### src/core/fsc_defs.svh
// Constants of the flash status controller: offsets, command codes, field positions and timing counts.
`ifndef FSC_DEFS_SVH
`define FSC_DEFS_SVH
// ----------------------------------------------------------------------------
// Clock and pin timing
// ----------------------------------------------------------------------------
`define FSC_CLK_PERIOD_NS 50
`define FSC_STROBE_NS 100
`define FSC_RECOVER_NS 50
`define FSC_STROBE_CYC ((`FSC_STROBE_NS + `FSC_CLK_PERIOD_NS - 1) / `FSC_CLK_PERIOD_NS)
`define FSC_RECOVER_CYC ((`FSC_RECOVER_NS + `FSC_CLK_PERIOD_NS - 1) / `FSC_CLK_PERIOD_NS)
`define FSC_SYNC_CYC 2
// ----------------------------------------------------------------------------
// Register offsets of the controller
// ----------------------------------------------------------------------------
`define FSC_OFF_CTRL 8'h00
`define FSC_OFF_CMD 8'h04
`define FSC_OFF_POLL 8'h08
`define FSC_OFF_STATUS 8'h0c
`define FSC_OFF_IRQ_STATUS 8'h10
`define FSC_OFF_IRQ_MASK 8'h14
`define FSC_OFF_READ 8'h18
`define FSC_OFF_DATA 8'h1c
// ----------------------------------------------------------------------------
// Control fields, reset values, interrupt bits
// ----------------------------------------------------------------------------
`define FSC_CTRL_WORD_BIT 0
`define FSC_CTRL_RUN_BIT 1
`define FSC_CTRL_RESET 2'h1
`define FSC_IRQ_DONE_BIT 0
`define FSC_IRQ_FAULT_BIT 1
// ----------------------------------------------------------------------------
// Device command codes and status byte layout
// ----------------------------------------------------------------------------
`define FSC_CMD_READ_STATUS 8'h70
`define FSC_CMD_CLEAR_STATUS 8'h50
`define FSC_CMD_READ_ARRAY 8'hff
`define FSC_READY_BIT 7
`define FSC_SUSPEND_BIT 6
`define FSC_ERASE_FAIL_BIT 5
`define FSC_PROG_FAIL_BIT 4
`define FSC_SUPPLY_FAULT_BIT 3
`define FSC_STATUS_KEEP_MASK 8'hf8
`define FSC_FAULT_MASK 8'h38
`endif

### src/core/fsc_pkg.sv
// Types shared by the flash status controller modules.
package fsc_pkg;
   // Controller sequence states.
   typedef enum logic [2:0] {
      FSC_IDLE = 3'b000,
      FSC_CMD = 3'b001,
      FSC_POLL_CMD = 3'b010,
      FSC_POLL_READ = 3'b011,
      FSC_READ = 3'b100
   } fsc_state_type;
   // Phases of one bus cycle on the flash pins.
   typedef enum logic [1:0] {
      FSC_PH_IDLE = 2'b00,
      FSC_PH_SETUP = 2'b01,
      FSC_PH_STROBE = 2'b10,
      FSC_PH_RECOVER = 2'b11
   } fsc_phase_type;
endpackage

### src/core/fsc_cyc_if.sv
// Request and answer link between the controller sequencer and its bus cycle engine.
`timescale 1ns/1ps
`default_nettype none
interface fsc_cyc_if;
   logic req;          // One-cycle pulse that starts a bus cycle.
   logic is_write;     // High for a command write, low for a read.
   logic [7:0] code;   // Command code placed on the low data lines.
   logic addr0;        // Level for the identifier select address pin.
   logic done;         // One-cycle pulse when the cycle has fully ended.
   logic [15:0] rdata; // Data sampled at the end of a read strobe.
   modport seq (output req, output is_write, output code, output addr0, input done, input rdata);
   modport eng (input req, input is_write, input code, input addr0, output done, output rdata);
endinterface
`default_nettype wire

### src/core/fsc_cycle.sv
// Bus cycle engine: drives one asynchronous write or read cycle on the flash pins.
`timescale 1ns/1ps
`default_nettype none
`include "fsc_defs.svh"
module fsc_cycle #(
   parameter int STROBE_CYC = `FSC_STROBE_CYC,
   parameter int RECOVER_CYC = `FSC_RECOVER_CYC
) (
   input wire logic core_clk,
   input wire logic rst_n,
   fsc_cyc_if.eng cyc,
   input wire logic word_mode,
   output logic chip_sel_n,
   output logic out_en_n,
   output logic write_en_n,
   output logic identifier_select_addr,
   input wire logic [15:0] dq_in,
   output logic [15:0] dq_out,
   output logic [15:0] dq_oe
);
   import fsc_pkg::*;
   // ----------------------------------------------------------------------------
   // Elaboration checks
   // ----------------------------------------------------------------------------
   // The 4-bit counter must hold the strobe plus the synchroniser delay.
   if (STROBE_CYC < 1 || STROBE_CYC + `FSC_SYNC_CYC > 15 || RECOVER_CYC < 1 || RECOVER_CYC > 15) begin : g_chk
      $error("fsc_cycle: timing counts out of range");
   end
   fsc_phase_type phase; // Current phase of the bus cycle.
   logic [3:0] cnt;      // Cycles left in the strobe or recovery phase.
   logic [15:0] dq_meta; // First synchroniser stage, read only by dq_sync.
   logic [15:0] dq_sync; // Data pins after two flip-flops.
   // Pin drive for the data lines: in byte mode line 15 is the half select, kept low for the low half.
   wire [15:0] wr_drive = word_mode ? {8'h00, cyc.code} : {8'h00, cyc.code};
   wire [15:0] wr_enable = word_mode ? 16'hffff : 16'h80ff;
   wire [15:0] rd_enable = word_mode ? 16'h0000 : 16'h8000;
   wire [3:0] strobe_len = 4'(STROBE_CYC - 1 + (cyc.is_write ? 0 : `FSC_SYNC_CYC));
   // ----------------------------------------------------------------------------
   // Input synchroniser
   // ----------------------------------------------------------------------------
   // The data pins come from outside the clock domain, so they pass two flops first.
   always_ff @(posedge core_clk) begin
      if (!rst_n) begin
         dq_meta <= 16'h0000;
         dq_sync <= 16'h0000;
      end else begin
         dq_meta <= dq_in;
         dq_sync <= dq_meta;
      end
   end
   // ----------------------------------------------------------------------------
   // Cycle sequencer
   // ----------------------------------------------------------------------------
   // Chip select and the strobe both rise at the end of every cycle, so every read gets its own falling edge.
   always_ff @(posedge core_clk) begin
      if (!rst_n) begin
         phase <= FSC_PH_IDLE;
         cnt <= 4'h0;
         chip_sel_n <= 1'b1;
         out_en_n <= 1'b1;
         write_en_n <= 1'b1;
         identifier_select_addr <= 1'b0;
         dq_out <= 16'h0000;
         dq_oe <= 16'h0000;
         cyc.done <= 1'b0;
         cyc.rdata <= 16'h0000;
      end else begin
         cyc.done <= 1'b0;
         unique case (phase)
            FSC_PH_IDLE: begin
               if (cyc.req) begin
                  chip_sel_n <= 1'b0;
                  identifier_select_addr <= cyc.addr0;
                  dq_out <= cyc.is_write ? wr_drive : 16'h0000;
                  dq_oe <= cyc.is_write ? wr_enable : rd_enable;
                  phase <= FSC_PH_SETUP;
               end
            end
            FSC_PH_SETUP: begin
               write_en_n <= !cyc.is_write;
               out_en_n <= cyc.is_write;
               cnt <= strobe_len;
               phase <= FSC_PH_STROBE;
            end
            FSC_PH_STROBE: begin
               if (cnt == 4'h0) begin
                  // Read data is taken before the strobe lets go of the bus.
                  if (!cyc.is_write) begin
                     cyc.rdata <= dq_sync;
                  end
                  write_en_n <= 1'b1;
                  out_en_n <= 1'b1;
                  chip_sel_n <= 1'b1;
                  dq_oe <= rd_enable;
                  cnt <= 4'(RECOVER_CYC - 1);
                  phase <= FSC_PH_RECOVER;
               end else begin
                  cnt <= cnt - 4'h1;
               end
            end
            FSC_PH_RECOVER: begin
               if (cnt == 4'h0) begin
                  cyc.done <= 1'b1;
                  phase <= FSC_PH_IDLE;
               end else begin
                  cnt <= cnt - 4'h1;
               end
            end
         endcase
      end
   end
endmodule
`default_nettype wire

### src/core/fsc_top.sv
// Flash status controller: issues commands to the flash, polls its status byte, reports over a register port.
// Overview of operation
// - Write read-status command, read low status byte.
// - Toggle chip select or output enable per read.
// - Bit 7 ready; other bits invalid while busy.
// - Mask reserved status bits 2 to 0.
// - Send read-status code on low lines first.
//
// The plain strobed port and the address map were left to the implementer.
`timescale 1ns/1ps
`default_nettype none
`include "fsc_defs.svh"
module fsc_top #(
   parameter int STROBE_CYC = `FSC_STROBE_CYC,
   parameter int RECOVER_CYC = `FSC_RECOVER_CYC
) (
   input wire logic core_clk,
   input wire logic rst_n,
   input wire logic [7:0] reg_addr,
   input wire logic [31:0] reg_wdata,
   input wire logic reg_wr,
   input wire logic reg_rd,
   output logic [31:0] reg_rdata,
   output logic irq,
   output logic chip_sel_n,
   output logic out_en_n,
   output logic write_en_n,
   output logic reset_powerdown_n,
   output logic word_mode,
   output logic identifier_select_addr,
   input wire logic [15:0] dq_in,
   output logic [15:0] dq_out,
   output logic [15:0] dq_oe
);
   import fsc_pkg::*;
   // ----------------------------------------------------------------------------
   // State and registers
   // ----------------------------------------------------------------------------
   fsc_cyc_if cyc();
   fsc_state_type state;   // Sequencer state.
   logic [1:0] ctrl;       // Width select and powerdown release.
   logic [7:0] last_cmd;   // Last command code sent.
   logic [7:0] status;     // Last status byte, reserved bits masked.
   logic [15:0] data;      // Last data word read by a plain read.
   logic [1:0] irq_sts;    // Sticky events, write one to clear.
   logic [1:0] irq_mask;   // Enables for the interrupt output.
   logic req;              // Request pulse to the cycle engine.
   logic req_write;        // Kind of the requested cycle.
   logic [7:0] req_code;   // Code of the requested write.
   logic req_addr0;        // Identifier select level for the request.
   // ----------------------------------------------------------------------------
   // Register decode
   // ----------------------------------------------------------------------------
   wire idle = (state == FSC_IDLE);
   wire wr_ctrl = reg_wr && reg_addr == `FSC_OFF_CTRL;
   wire wr_cmd = reg_wr && reg_addr == `FSC_OFF_CMD && idle;
   wire wr_poll = reg_wr && reg_addr == `FSC_OFF_POLL && idle && reg_wdata[0];
   wire wr_read = reg_wr && reg_addr == `FSC_OFF_READ && idle;
   wire wr_irq_sts = reg_wr && reg_addr == `FSC_OFF_IRQ_STATUS;
   wire wr_irq_mask = reg_wr && reg_addr == `FSC_OFF_IRQ_MASK;
   // Only the low byte carries status; reserved bits 2..0 are dropped.
   wire [7:0] status_new = cyc.rdata[7:0] & `FSC_STATUS_KEEP_MASK;
   wire poll_ans = (state == FSC_POLL_READ) && cyc.done;
   wire ready = status_new[`FSC_READY_BIT];
   // Fault bits count only once the ready bit is set.
   wire fault_evt = poll_ans && ready && |(status_new & `FSC_FAULT_MASK);
   wire [1:0] irq_set = {fault_evt, poll_ans && ready};
   wire [1:0] irq_clr = wr_irq_sts ? reg_wdata[1:0] : 2'b00;
   wire [31:0] rd_mux =
      reg_addr == `FSC_OFF_CTRL ? {30'h0, ctrl} :
      reg_addr == `FSC_OFF_CMD ? {24'h0, last_cmd} :
      reg_addr == `FSC_OFF_POLL ? {31'h0, !idle} :
      reg_addr == `FSC_OFF_STATUS ? {24'h0, status} :
      reg_addr == `FSC_OFF_IRQ_STATUS ? {30'h0, irq_sts} :
      reg_addr == `FSC_OFF_IRQ_MASK ? {30'h0, irq_mask} :
      reg_addr == `FSC_OFF_DATA ? {16'h0, data} : 32'h0000_0000;
   assign cyc.req = req;
   assign cyc.is_write = req_write;
   assign cyc.code = req_code;
   assign cyc.addr0 = req_addr0;
   assign reset_powerdown_n = ctrl[`FSC_CTRL_RUN_BIT];
   assign word_mode = ctrl[`FSC_CTRL_WORD_BIT];
   // ----------------------------------------------------------------------------
   // Register port and interrupt
   // ----------------------------------------------------------------------------
   // Read data stands one cycle after the strobe; the set of a sticky bit beats its clear.
   always_ff @(posedge core_clk) begin
      if (!rst_n) begin
         ctrl <= `FSC_CTRL_RESET;
         irq_mask <= 2'b00;
         irq_sts <= 2'b00;
         irq <= 1'b0;
         reg_rdata <= 32'h0000_0000;
      end else begin
         if (wr_ctrl) begin
            ctrl <= reg_wdata[1:0];
         end
         if (wr_irq_mask) begin
            irq_mask <= reg_wdata[1:0];
         end
         irq_sts <= (irq_sts & ~irq_clr) | irq_set;
         irq <= |(((irq_sts & ~irq_clr) | irq_set) & irq_mask);
         reg_rdata <= reg_rd ? rd_mux : 32'h0000_0000;
      end
   end
   // ----------------------------------------------------------------------------
   // Command and poll sequencer
   // ----------------------------------------------------------------------------
   // Requests while busy are ignored; software watches the busy bit of the poll register.
   always_ff @(posedge core_clk) begin
      if (!rst_n) begin
         state <= FSC_IDLE;
         req <= 1'b0;
         req_write <= 1'b0;
         req_code <= `FSC_CMD_READ_ARRAY;
         req_addr0 <= 1'b0;
         last_cmd <= `FSC_CMD_READ_ARRAY;
         status <= 8'h00;
         data <= 16'h0000;
      end else begin
         req <= 1'b0;
         unique case (state)
            FSC_IDLE: begin
               if (wr_cmd) begin
                  req <= 1'b1;
                  req_write <= 1'b1;
                  req_code <= reg_wdata[7:0];
                  last_cmd <= reg_wdata[7:0];
                  state <= FSC_CMD;
               end else if (wr_poll) begin
                  // Status mode is entered freshly each poll, whatever mode the device was left in.
                  req <= 1'b1;
                  req_write <= 1'b1;
                  req_code <= `FSC_CMD_READ_STATUS;
                  last_cmd <= `FSC_CMD_READ_STATUS;
                  state <= FSC_POLL_CMD;
               end else if (wr_read) begin
                  req <= 1'b1;
                  req_write <= 1'b0;
                  req_addr0 <= reg_wdata[0];
                  state <= FSC_READ;
               end
            end
            FSC_CMD: begin
               if (cyc.done) begin
                  state <= FSC_IDLE;
               end
            end
            FSC_POLL_CMD: begin
               if (cyc.done) begin
                  req <= 1'b1;
                  req_write <= 1'b0;
                  state <= FSC_POLL_READ;
               end
            end
            FSC_POLL_READ: begin
               if (cyc.done) begin
                  status <= status_new;
                  // The device refreshes status only on a new strobe edge, so each retry is a full new read.
                  if (ready) begin
                     state <= FSC_IDLE;
                  end else begin
                     req <= 1'b1;
                  end
               end
            end
            FSC_READ: begin
               if (cyc.done) begin
                  data <= cyc.rdata;
                  state <= FSC_IDLE;
               end
            end
            default: begin
               state <= FSC_IDLE;
            end
         endcase
      end
   end
   // ----------------------------------------------------------------------------
   // Cycle engine
   // ----------------------------------------------------------------------------
   fsc_cycle #(.STROBE_CYC(STROBE_CYC), .RECOVER_CYC(RECOVER_CYC)) u_cycle (
      .core_clk(core_clk),
      .rst_n(rst_n),
      .cyc(cyc.eng),
      .word_mode(word_mode),
      .chip_sel_n(chip_sel_n),
      .out_en_n(out_en_n),
      .write_en_n(write_en_n),
      .identifier_select_addr(identifier_select_addr),
      .dq_in(dq_in),
      .dq_out(dq_out),
      .dq_oe(dq_oe)
   );
endmodule
`default_nettype wire

### config.mk
export PLATFORM = sky130hd
export DESIGN_NAME = fsc_top
export DESIGN_NICKNAME = d
export VERILOG_FILES = /design/src/core/fsc_pkg.sv /design/src/core/fsc_cyc_if.sv /design/src/core/fsc_cycle.sv /design/src/core/fsc_top.sv
export VERILOG_INCLUDE_DIRS = /design/src /design/src/core
export SDC_FILE = /design/constraint.sdc
export NUM_CORES = 1
export LEC_CHECK = 0
export CORE_UTILIZATION = 60
export DETAILED_ROUTE_END_ITERATION = 8
export DONT_BUFFER_PORTS = 1
export GPL_TIMING_DRIVEN = 0
export PLACE_DENSITY = 0.76
export SLEW_MARGIN = 10
export SYNTH_ARGS = -nofsm -noshare
export SYNTH_HDL_FRONTEND = slang
export SYNTH_HIERARCHICAL = 1
export SYNTH_SLANG_ARGS = --single-unit
### constraint.sdc
create_clock -name core_clk -period 2 [get_ports core_clk]
set_input_delay 0.1 -clock core_clk [delete_from_list [all_inputs] [get_ports core_clk]]
set_output_delay 0.1 -clock core_clk [all_outputs]
set_load 0.02 [all_outputs]
==> results.yml, run 1 <==
final_layout:
  diodes: 0
  final_nets: 727
  syn_to_final_growth_pct: 23.1
  drive_above_1_share: 0.142
  fin_area_um2: 6400
  n_fill_cell: 589
critical_path:
  start_kind: "input pin"
  endpoint_kind: "register"
  critical_path.top_delay_family: "buffers and inverters"
  cp_slowest_cell: "dlygate4sd3_1"
  slowest_delay_ns: 0.63
  worstSetupPathType: "input pin to register"
  crit_required_ns: 2.44
  path_buf_inv: 2
  cp.arrival_ns: 2.37
  crit_top_cell: "dlygate4sd3_1"
  crit_fanout: 4
  path_cells: "dlygate4sd3_1, or4_4, nor4_4, dlygate4sd3_1, nand2_1, a21oi_1"
clocking:
  cts_setup_buffers: 0
  htree_num_levels: 4
  cts.sinks: 128
  cts_tree: "yes"
  cts-root-buf: "clkbuf_8"
  cts_buffers: 17
  clk_latency_ns: 0.52
  clk_pin_slew_ns: 0.06
  clk_path_buf_depth: 2
timing:
  setup_viol: 0
  tightestPinTransition_ns: 0.592
  fin_crit_sh: 0.965
  rsz0062_at_grt: "true"
  fin_setup_tns_ns: 0
  setup_ws_ns: 0.0691
  whs_ns: -0.00790
  finalCriticalPeriod_ns: 1.93
  skew_ns: 0.00803
  finalHoldViolCount: 2
  relSlewSlack: 0.605
  max_freq_mhz: 518
  slew_viol_final: 0
synthesis:
  synthTopCellsByArea: "dfxtp_1 (49%), a21oi_1 (5.9%), buf_4 (5.5%), nand2_1 (5.4%), and2_1 (5.2%)"
  synth_top_area_share: 0.493
  ys_warn_count: 6
  synth_edf_count: 0
  netlist_area_um2: 5200
  ys_seq_area_frac: 0.493
  syn_inst: 579
  avgSynthCellArea_um2: 8.98
  synth_ff_type: "dfxtp_1"
  async_reset_ff_frac: 0
  ys_ff_latch: 128
  yosysUniqueCellTypes: 62
  synth_top_area_cell: "dfxtp_1"
  synth_common_cells: "dfxtp_1 (128), nand2_1 (75), a21oi_1 (61)"
  yosysMostFrequentCell: "dfxtp_1"
power:
  power_frac_seq: 0.431
  p_int_uw: 4510
  leakagePower_uw: 0.00246
  vdd_drop_max_uv: 721
  swShare: 0.263
  power_frac_comb: 0.093
  clkPwrFrac: 0.477
  power.switching_uw: 1610
  powerDensity_nw_per_um2: 957
place:
  dpl_cell_area_um2: 5420
  gp_congestion: 0.872
  hpwl_um: 7890
  place_ws_ns: 0.103
  io_buffers: 0
outcome:
  status: "complete, but fails checks"
  violations: "negative hold slack"
floorplanning:
  rows: 33
  initial_core_util: 0.627
  die_h_um: 95.1
  dieArea_um2: 9040
  die_w_um: 95.1
  ios: 131
  core-area_um2: 8300
drt:
  routed_wl_um: 12100
  via_per_inst: 5.59
  drtIter0Drc: 211
  drc: 0
  dr.pass1.iters: 5
  wl_per_cell_um: 15.6
  route.vias.total: 4351
  drtAntennaViolNets: 0
global_route:
  grt_pass1_wl_um: 19200
  track_usage: 0.277
  grt_pass1_vias: 4058
  antenna_found_initial: 0
  overflow: 0
  grt_max_degree: 17
job:
  maxCapViolCount: 0
hold_path:
  hp-class: "input pin to register"
## through the flow
stage,power [uW],util,std cells,hold WS (ns)
floorplan,3080,-,601,0.224
detailed placement,3180,0.652,706,0.230
finish,6120,0.771,779,-0.00790
CTS,6150,0.768,777,0.00990
global route,6330,0.771,779,0.0000697
global placement,3170,0.652,706,0.227
## logic make-up after synthesis
group / count (synthesis) / share of synthesized area
AOI/OAI and AO/OA: 125 / 0.148
DFF: 128 / 0.493
other: 2 / 0.00144
buffers and inverters: 80 / 0.0892
muxes: 14 / 0.0286
and+or+nand+nor: 224 / 0.225
adders and majority gates: 6 / 0.0144
## registers in the layout, summed over array words and instances, names as in the netlist, 2 cells and up
register / count
u_cycle/dq_sync: 16
u_cycle/phase: 2
u_cycle/dq_out: 8
data: 16
reg_rdata: 16
ctrl: 2
status: 5
state: 3
irq_mask: 2
u_cycle/dq_oe: 3
u_cycle/dq_meta: 16
u_cycle/cnt: 4
irq_sts: 2
u_cycle/cyc.rdata: 16
cyc.code: 8
## what timing repair did
action | CTS | global route
gates resized for setup | 0 | 1
hold endpoints to repair | 43 | 3
setup endpoints to repair | 0 | 20
hold buffers | 39 | 4
## routing by layer
layer / track usage / routed length (um) / up-vias
met5: 0 / 0 / -
met4: 0.124 / 348 / 0
met3: 0.0686 / 753 / 27
met2: 0.457 / 5900 / 176
met1: 0.342 / 5150 / 2042
li1: - / - / 2106
## layout by cell type (no fill, tap or decap), types with 2 or more instances in the layout
| cell | instances |
|---|---|
| o21a_1 | 2 |
| or3b_2 | 2 |
| inv_6 | 6 |
| nor2_1 | 22 |
| o21ai_0 | 24 |
| nor3_1 | 8 |
| clkinvlp_4 | 2 |
| a21oi_1 | 61 |
| a22oi_1 | 7 |
| mux2i_1 | 7 |
| mux2_1 | 2 |
| dlygate4sd3_1 | 42 |
| clkinv_4 | 3 |
| a32oi_1 | 2 |
| mux2_2 | 5 |
| ha_1 | 6 |
| nor4_2 | 2 |
| and3_1 | 3 |
| inv_8 | 2 |
| buf_2 | 5 |
| a211oi_1 | 3 |
| nand4_1 | 10 |
| inv_1 | 10 |
| nand2b_1 | 4 |
| buf_4 | 38 |
| conb_1 | 24 |
| clkbuf_16 | 16 |
| nand3_1 | 33 |
| o22ai_1 | 3 |
| dfxtp_1 | 128 |
| clkbuf_1 | 23 |
| buf_6 | 2 |
| nor2b_1 | 5 |
| o21ai_1 | 2 |
| a221o_1 | 5 |
| or3_1 | 3 |
| or2_1 | 2 |
| a211oi_2 | 2 |
| nand2_1 | 75 |
| and2_1 | 43 |
## worst paths after layout
check	start	endpoint	slack, ns	cells after the start
setup / recovery	reg_addr[4]	reg_rdata[1]$_SDFF_PN0_	0.07	6
hold / removal	reg_addr[5]	ctrl[1]$_SDFFE_PN0P_	-0.008	4
setup reg to reg	ctrl[0]$_SDFFE_PN1P_	reg_rdata[0]$_SDFF_PN0_	0.10	5
hold reg to reg	u_cycle/dq_meta[3]$_SDFF_PN0_	u_cycle/dq_sync[3]$_SDFF_PN0_	0.43	1
## worst reg2reg max path, cell delays in order, from the launching register on
cell and delay, ns:
dfxtp_1 0.60, mux2i_1 0.15, nand3_1 0.12, nand4_1 0.13, dlygate4sd3_1 0.60, a211oi_1 0.22
## power groups by stage
stage / combinational [uW] / clock, uW / sequential, uW
3_3_place_gp: 479 / 0 / 2690
6_report: 567 / 2920 / 2640
5_1_grt: 621 / 3070 / 2640
4_1_cts: 555 / 2950 / 2640
3_5_place_dp: 488 / 0 / 2690
2_1_floorplan: 395 / 0 / 2680
## area by class of cell
| type | count | area, um^2 | area share |
|---|---|---|---|
| clock buffer | 18 | 418 | 0.0653 |
| timing repair buffer | 42 | 420 | 0.0657 |
| clock inverter | 14 | 146 | 0.0229 |
| sequential | 128 | 2560 | 0.400 |
| tap | 105 | 131 | 0.0205 |
| multi-input combinational | 393 | 2260 | 0.353 |
| buffer | 68 | 419 | 0.0655 |
| inverter | 11 | 41.3 | 0.00645 |
Note: power is estimated with default switching activity, not from simulation.
==> run 2, diff against run 1 <==
- RECOVER_POWER: not set -> 25
==> run 2 against run 1 <==
  * Worst hold slack worse by 0.0039 ns
  * Largest power group unchanged
  * Final area stayed put
  * Highest routed layer unchanged
  * Clock power is essentially flat
  * Non-clock buffer count stayed put
  * Flip-flop and latch count unchanged
  * The flow still finishes with violations (negative hold slack)
  * Largest cell class unchanged
  * Final cell count unchanged
  * Utilization unchanged
==> results.yml, run 2 (synthesized netlist as in run 1, its figures left out) <==
outcome:
  status: "complete, but fails checks"
  violations: "negative hold slack"
critical_path:
  endpoint_kind: "register"
  worstSetupPathType: "input pin to register"
  start_kind: "input pin"
  cp.arrival_ns: 2.37
  crit_fanout: 4
  reg2reg_depth: 5
  crit_required_ns: 2.45
floorplanning:
  die_w_um: 95.1
  ios: 131
  initial_core_util: 0.627
  die_h_um: 95.1
  core-area_um2: 8300
  rows: 33
  dieArea_um2: 9040
global_route:
  overflow: 0
  grt_max_degree: 17
  track_usage: 0.277
  grt_pass1_vias: 4058
  antenna_found_initial: 0
  grt_pass1_wl_um: 19200
clocking:
  clk_pin_slew_ns: 0.06
  htree_num_levels: 4
  cts_buffers: 17
  cts_tree: "yes"
  cts-root-buf: "clkbuf_8"
  cts.sinks: 128
  cts_setup_buffers: 0
  clk_path_buf_depth: 2
  clk_latency_ns: 0.52
power:
  leakagePower_uw: 0.00244
  vdd_drop_max_uv: 722
  power.total_uw: 6120
  powerDensity_nw_per_um2: 957
final_layout:
  n_fill_cell: 589
  drive_above_1_share: 0.142
  syn_to_final_growth_pct: 23.1
  final_nets: 727
  final_cell_mix: "dfxtp_1 (128), nand2_1 (75), a21oi_1 (61)"
  diodes: 0
  postLayoutCoreUtil: 0.771
  final_common_cell: "dfxtp_1"
timing:
  slew_viol_final: 0
  relSlewSlack: 0.606
  fin_setup_tns_ns: 0
  rsz0062_at_grt: "true"
  whs_ns: -0.0118
  fin_crit_sh: 0.963
  setup_viol: 0
  tightestPinTransition_ns: 0.592
  finalCriticalPeriod_ns: 1.93
  skew_ns: 0.00680
  finalHoldViolCount: 2
  max_freq_mhz: 519
drt:
  routed_wl_um: 12200
  drtAntennaViolNets: 0
  dr.pass1.iters: 6
  drtIter0Drc: 194
  via_per_inst: 5.56
  drc: 0
  wl_per_cell_um: 15.6
  route.vias.total: 4332
hold_path:
  holdPathStages: 4
  hp-class: "input pin to register"
place:
  hpwl_um: 7890
  gp_congestion: 0.872
  io_buffers: 0
job:
  maxCapViolCount: 0
-- run 2: cell type report --
class / instances / area (um^2) / share of cell area
Buffer: 68 / 419 / 0.0655
Clock buffer: 18 / 418 / 0.0653
Clock inverter: 14 / 146 / 0.0229
Inverter: 11 / 41.3 / 0.00645
Multi-Input combinational cell: 393 / 2260 / 0.353
Sequential cell: 128 / 2560 / 0.400
Tap cell: 105 / 131 / 0.0205
Timing Repair Buffer: 42 / 420 / 0.0657
-- run 2: per-stage QoR --
| stage | hold WS, ns | instance area (um^2) | setup slack (ns) | std cells |
|---|---|---|---|---|
| final | -0.0118 | 6400 | 0.0736 | 779 |
| after CTS | 0.00990 | 6370 | 0.0914 | 777 |
| after global placement | 0.227 | 5420 | 0.162 | 706 |
| after detailed placement | 0.230 | 5420 | 0.103 | 706 |
| after floorplan | 0.224 | 5280 | 0.269 | 601 |
| after global routing | 0.0000697 | 6400 | -0.0141 | 779 |
-- run 2: timing repair --
item / 4_1_cts / 5_1_grt
gates resized for setup: 0 / 1
hold endpoints to repair: 43 / 3
setup endpoints to repair: 0 / 20
hold buffers: 39 / 4
-- run 2: report_power, final --
part	leakage (uW)	total (uW)	switching, uW	internal, uW
clock network	0.000272	2920	1230	1690
registers	0.00104	2640	34.3	2600
logic	0.00113	564	347	218
total	0.00244	6120	1610	4510
-- run 2: critical path, stage by stage --
cell and delay [ns]:
dlygate4sd3_1 0.54, or4_4 0.55, nor4_4 0.32, dlygate4sd3_1 0.63, nand2_1 0.07, a21oi_1 0.16
-- run 2: per-layer routing --
layer / GRT usage / share of wire / up-vias
met2: 0.457 / 0.49 / 174
met5: 0 / 0 / -
met3: 0.0686 / 0.065 / 25
li1: - / - / 2116
met4: 0.124 / 0.027 / 0
met1: 0.342 / 0.42 / 2017
-- run 2: path summary, 6_finish.rpt --
kind	from	end	slack, ns
worst max-delay path	reg_addr[4]	reg_rdata[1]$_SDFF_PN0_	0.07
worst min-delay path	reg_addr[5]	ctrl[1]$_SDFFE_PN0P_	-0.01
worst max register to register	ctrl[0]$_SDFFE_PN1P_	reg_rdata[0]$_SDFF_PN0_	0.09
worst min register to register	u_cycle/dq_meta[3]$_SDFF_PN0_	u_cycle/dq_sync[3]$_SDFF_PN0_	0.43
==> run 3, diff against run 2 <==
- CELL_PAD_IN_SITES_DETAIL_PLACEMENT: not set -> 0
- CELL_PAD_IN_SITES_GLOBAL_PLACEMENT: not set -> 1
- CORE_UTILIZATION: 60 -> 35
- PLACE_DENSITY: 0.76 -> not set
- PLACE_DENSITY_LB_ADDON: not set -> 0.1
- REMOVE_ABC_BUFFERS: not set -> 1
==> run 3 against run 2 <==
  * The flow now finishes without violations
  * Clock skew barely moved
  * Worst hold slack improved by 0.048 ns
  * Sequential share of layout area rose by 2.5 points
  * Final area fell by 5.7%
  * Critical path type unchanged
  * Largest cell class unchanged
  * Largest power group unchanged
==> results.yml, run 3 (synthesized netlist as in run 1, its figures left out) <==
outcome:
  status: "finished clean"
global_route:
  grt_max_degree: 57
  grt_pass1_wl_um: 18500
  track_usage: 0.162
  overflow: 0
  grt_pass1_vias: 3546
  antenna_found_initial: 0
floorplanning:
  ios: 131
  rows: 44
  die_h_um: 124
  core-area_um2: 14500
  dieArea_um2: 15400
  die_w_um: 124
  initial_core_util: 0.358
hold_path:
  hp-class: "input pin to register"
  timing.hold.worst.start: "reg_wr"
timing:
  setup_viol: 0
  finalHoldViolCount: 0
  slew_viol_final: 0
  relSlewSlack: 0.308
  skew_ns: 0.00640
  rsz0062_at_grt: "false"
  fin_crit_sh: 0.943
  whs_ns: 0.0361
  finalCriticalPeriod_ns: 1.89
  tightestPinTransition_ns: 1.04
  max_freq_mhz: 530
critical_path:
  start_kind: "input pin"
  endpoint_kind: "register"
  cp_slowest_cell: "dlygate4sd3_1"
  slowest_delay_ns: 0.58
  crit_required_ns: 2.35
  path_buf_inv: 2
  crit_fanout: 4
  startpoint: "reg_addr[5]"
  critical_path.top_delay_family: "buffers and inverters"
  cp.arrival_ns: 2.23
  reg2reg_from: "u_cycle/phase[0]$_SDFFE_PN0P_"
  worstSetupPathType: "input pin to register"
  path_cells: "or4_4, nor4_4, nand3_1, dlygate4sd3_1, nand3_1, dlygate4sd3_1"
power:
  power.total_uw: 5860
  vdd_drop_max_uv: 593
  powerDensity_nw_per_um2: 971
  leakagePower_uw: 0.00215
clocking:
  clk_pin_slew_ns: 0.06
  cts_buffers: 17
  cts.sinks: 128
  clk_latency_ns: 0.41
  cts_tree: "yes"
  htree_num_levels: 4
  cts-root-buf: "clkbuf_16"
  clk_path_buf_depth: 2
  cts_setup_buffers: 0
drt:
  wl_per_cell_um: 15.4
  dr.pass1.iters: 6
  via_per_inst: 4.93
  drc: 0
  drtIter0Drc: 286
  drtAntennaViolNets: 0
  routed_wl_um: 12100
  route.vias.total: 3868
place:
  gp_congestion: 0.807
  hpwl_um: 7930
  io_buffers: 0
final_layout:
  final_nets: 653
  final_cell_mix: "dfxtp_1 (126), nand2_1 (75), a21oi_1 (60)"
  syn_to_final_growth_pct: 16.0
  postLayoutCoreUtil: 0.415
  diodes: 0
  final_common_cell: "dfxtp_1"
  drive_above_1_share: 0.102
  n_fill_cell: 1508
job:
  maxCapViolCount: 0
[run 3: repair_timing]
action,in CTS,in global routing
endpoints found under the setup margin,20,29
hold buffers,35,0
endpoints found under the hold margin,66,0
resized for setup,3,6
[run 3: worst reg2reg max path: cells and delay by family, from the launching register on]
family	cells	cell delay, ns
AO/OA/AOI/OAI	1	0.21
adder cells (fa/ha/maj)	1	0.32
AND/OR/NAND/NOR	2	0.79
buffers and inverters	1	0.08
flip-flops	1	0.38
[run 3: final cells by class]
type / count / area, um^2 / area share
clock buffers: 21 / 450 / 0.0747
clock inverters: 11 / 85.1 / 0.0141
inverters: 11 / 41.3 / 0.00684
multi-input cells: 393 / 2290 / 0.380
flip-flops and latches: 128 / 2560 / 0.425
well taps: 184 / 230 / 0.0382
repair buffers: 36 / 368 / 0.0610
[run 3: final timing paths]
| path | cells past startpoint | end | slack [ns] |
|---|---|---|---|
| max | 6 | ctrl[0]$_SDFFE_PN1P_ | 0.11 |
| min | 4 | irq_mask[1]$_SDFFE_PN0P_ | 0.04 |
| max reg2reg | 5 | u_cycle/cnt[3]$_SDFFE_PN0P_ | 0.13 |
| min reg2reg | 1 | u_cycle/dq_sync[9]$_SDFF_PN0_ | 0.43 |
[run 3: where the power goes]
group	internal (uW)	leakage (uW)	switching [uW]
logic	156	0.000855	311
registers	2600	0.00104	34.4
clock network	1620	0.000254	1130
[run 3: routing by layer]
metal | vias to the layer above | GRT usage | part of all wire
met1 | 1806 | 0.211 | 0.48
met4 | 0 | 0.0751 | 0.018
met2 | 89 | 0.251 | 0.46
met3 | 14 | 0.0403 | 0.041
met5 | - | 0 | 0
li1 | 1959 | - | -
[run 3: stage by stage]
stage	cell area [um^2]	setup TNS [ns]	std cells	setup WS [ns]
final	6030	0	784	0.114
after global routing	6030	0	784	0.0197
after CTS	6010	0	784	0.0381
after detailed placement	5100	-2.83	717	-0.197
after global placement	5090	-16.20	716	-0.896
after floorplan	4860	-1.41	532	-0.179
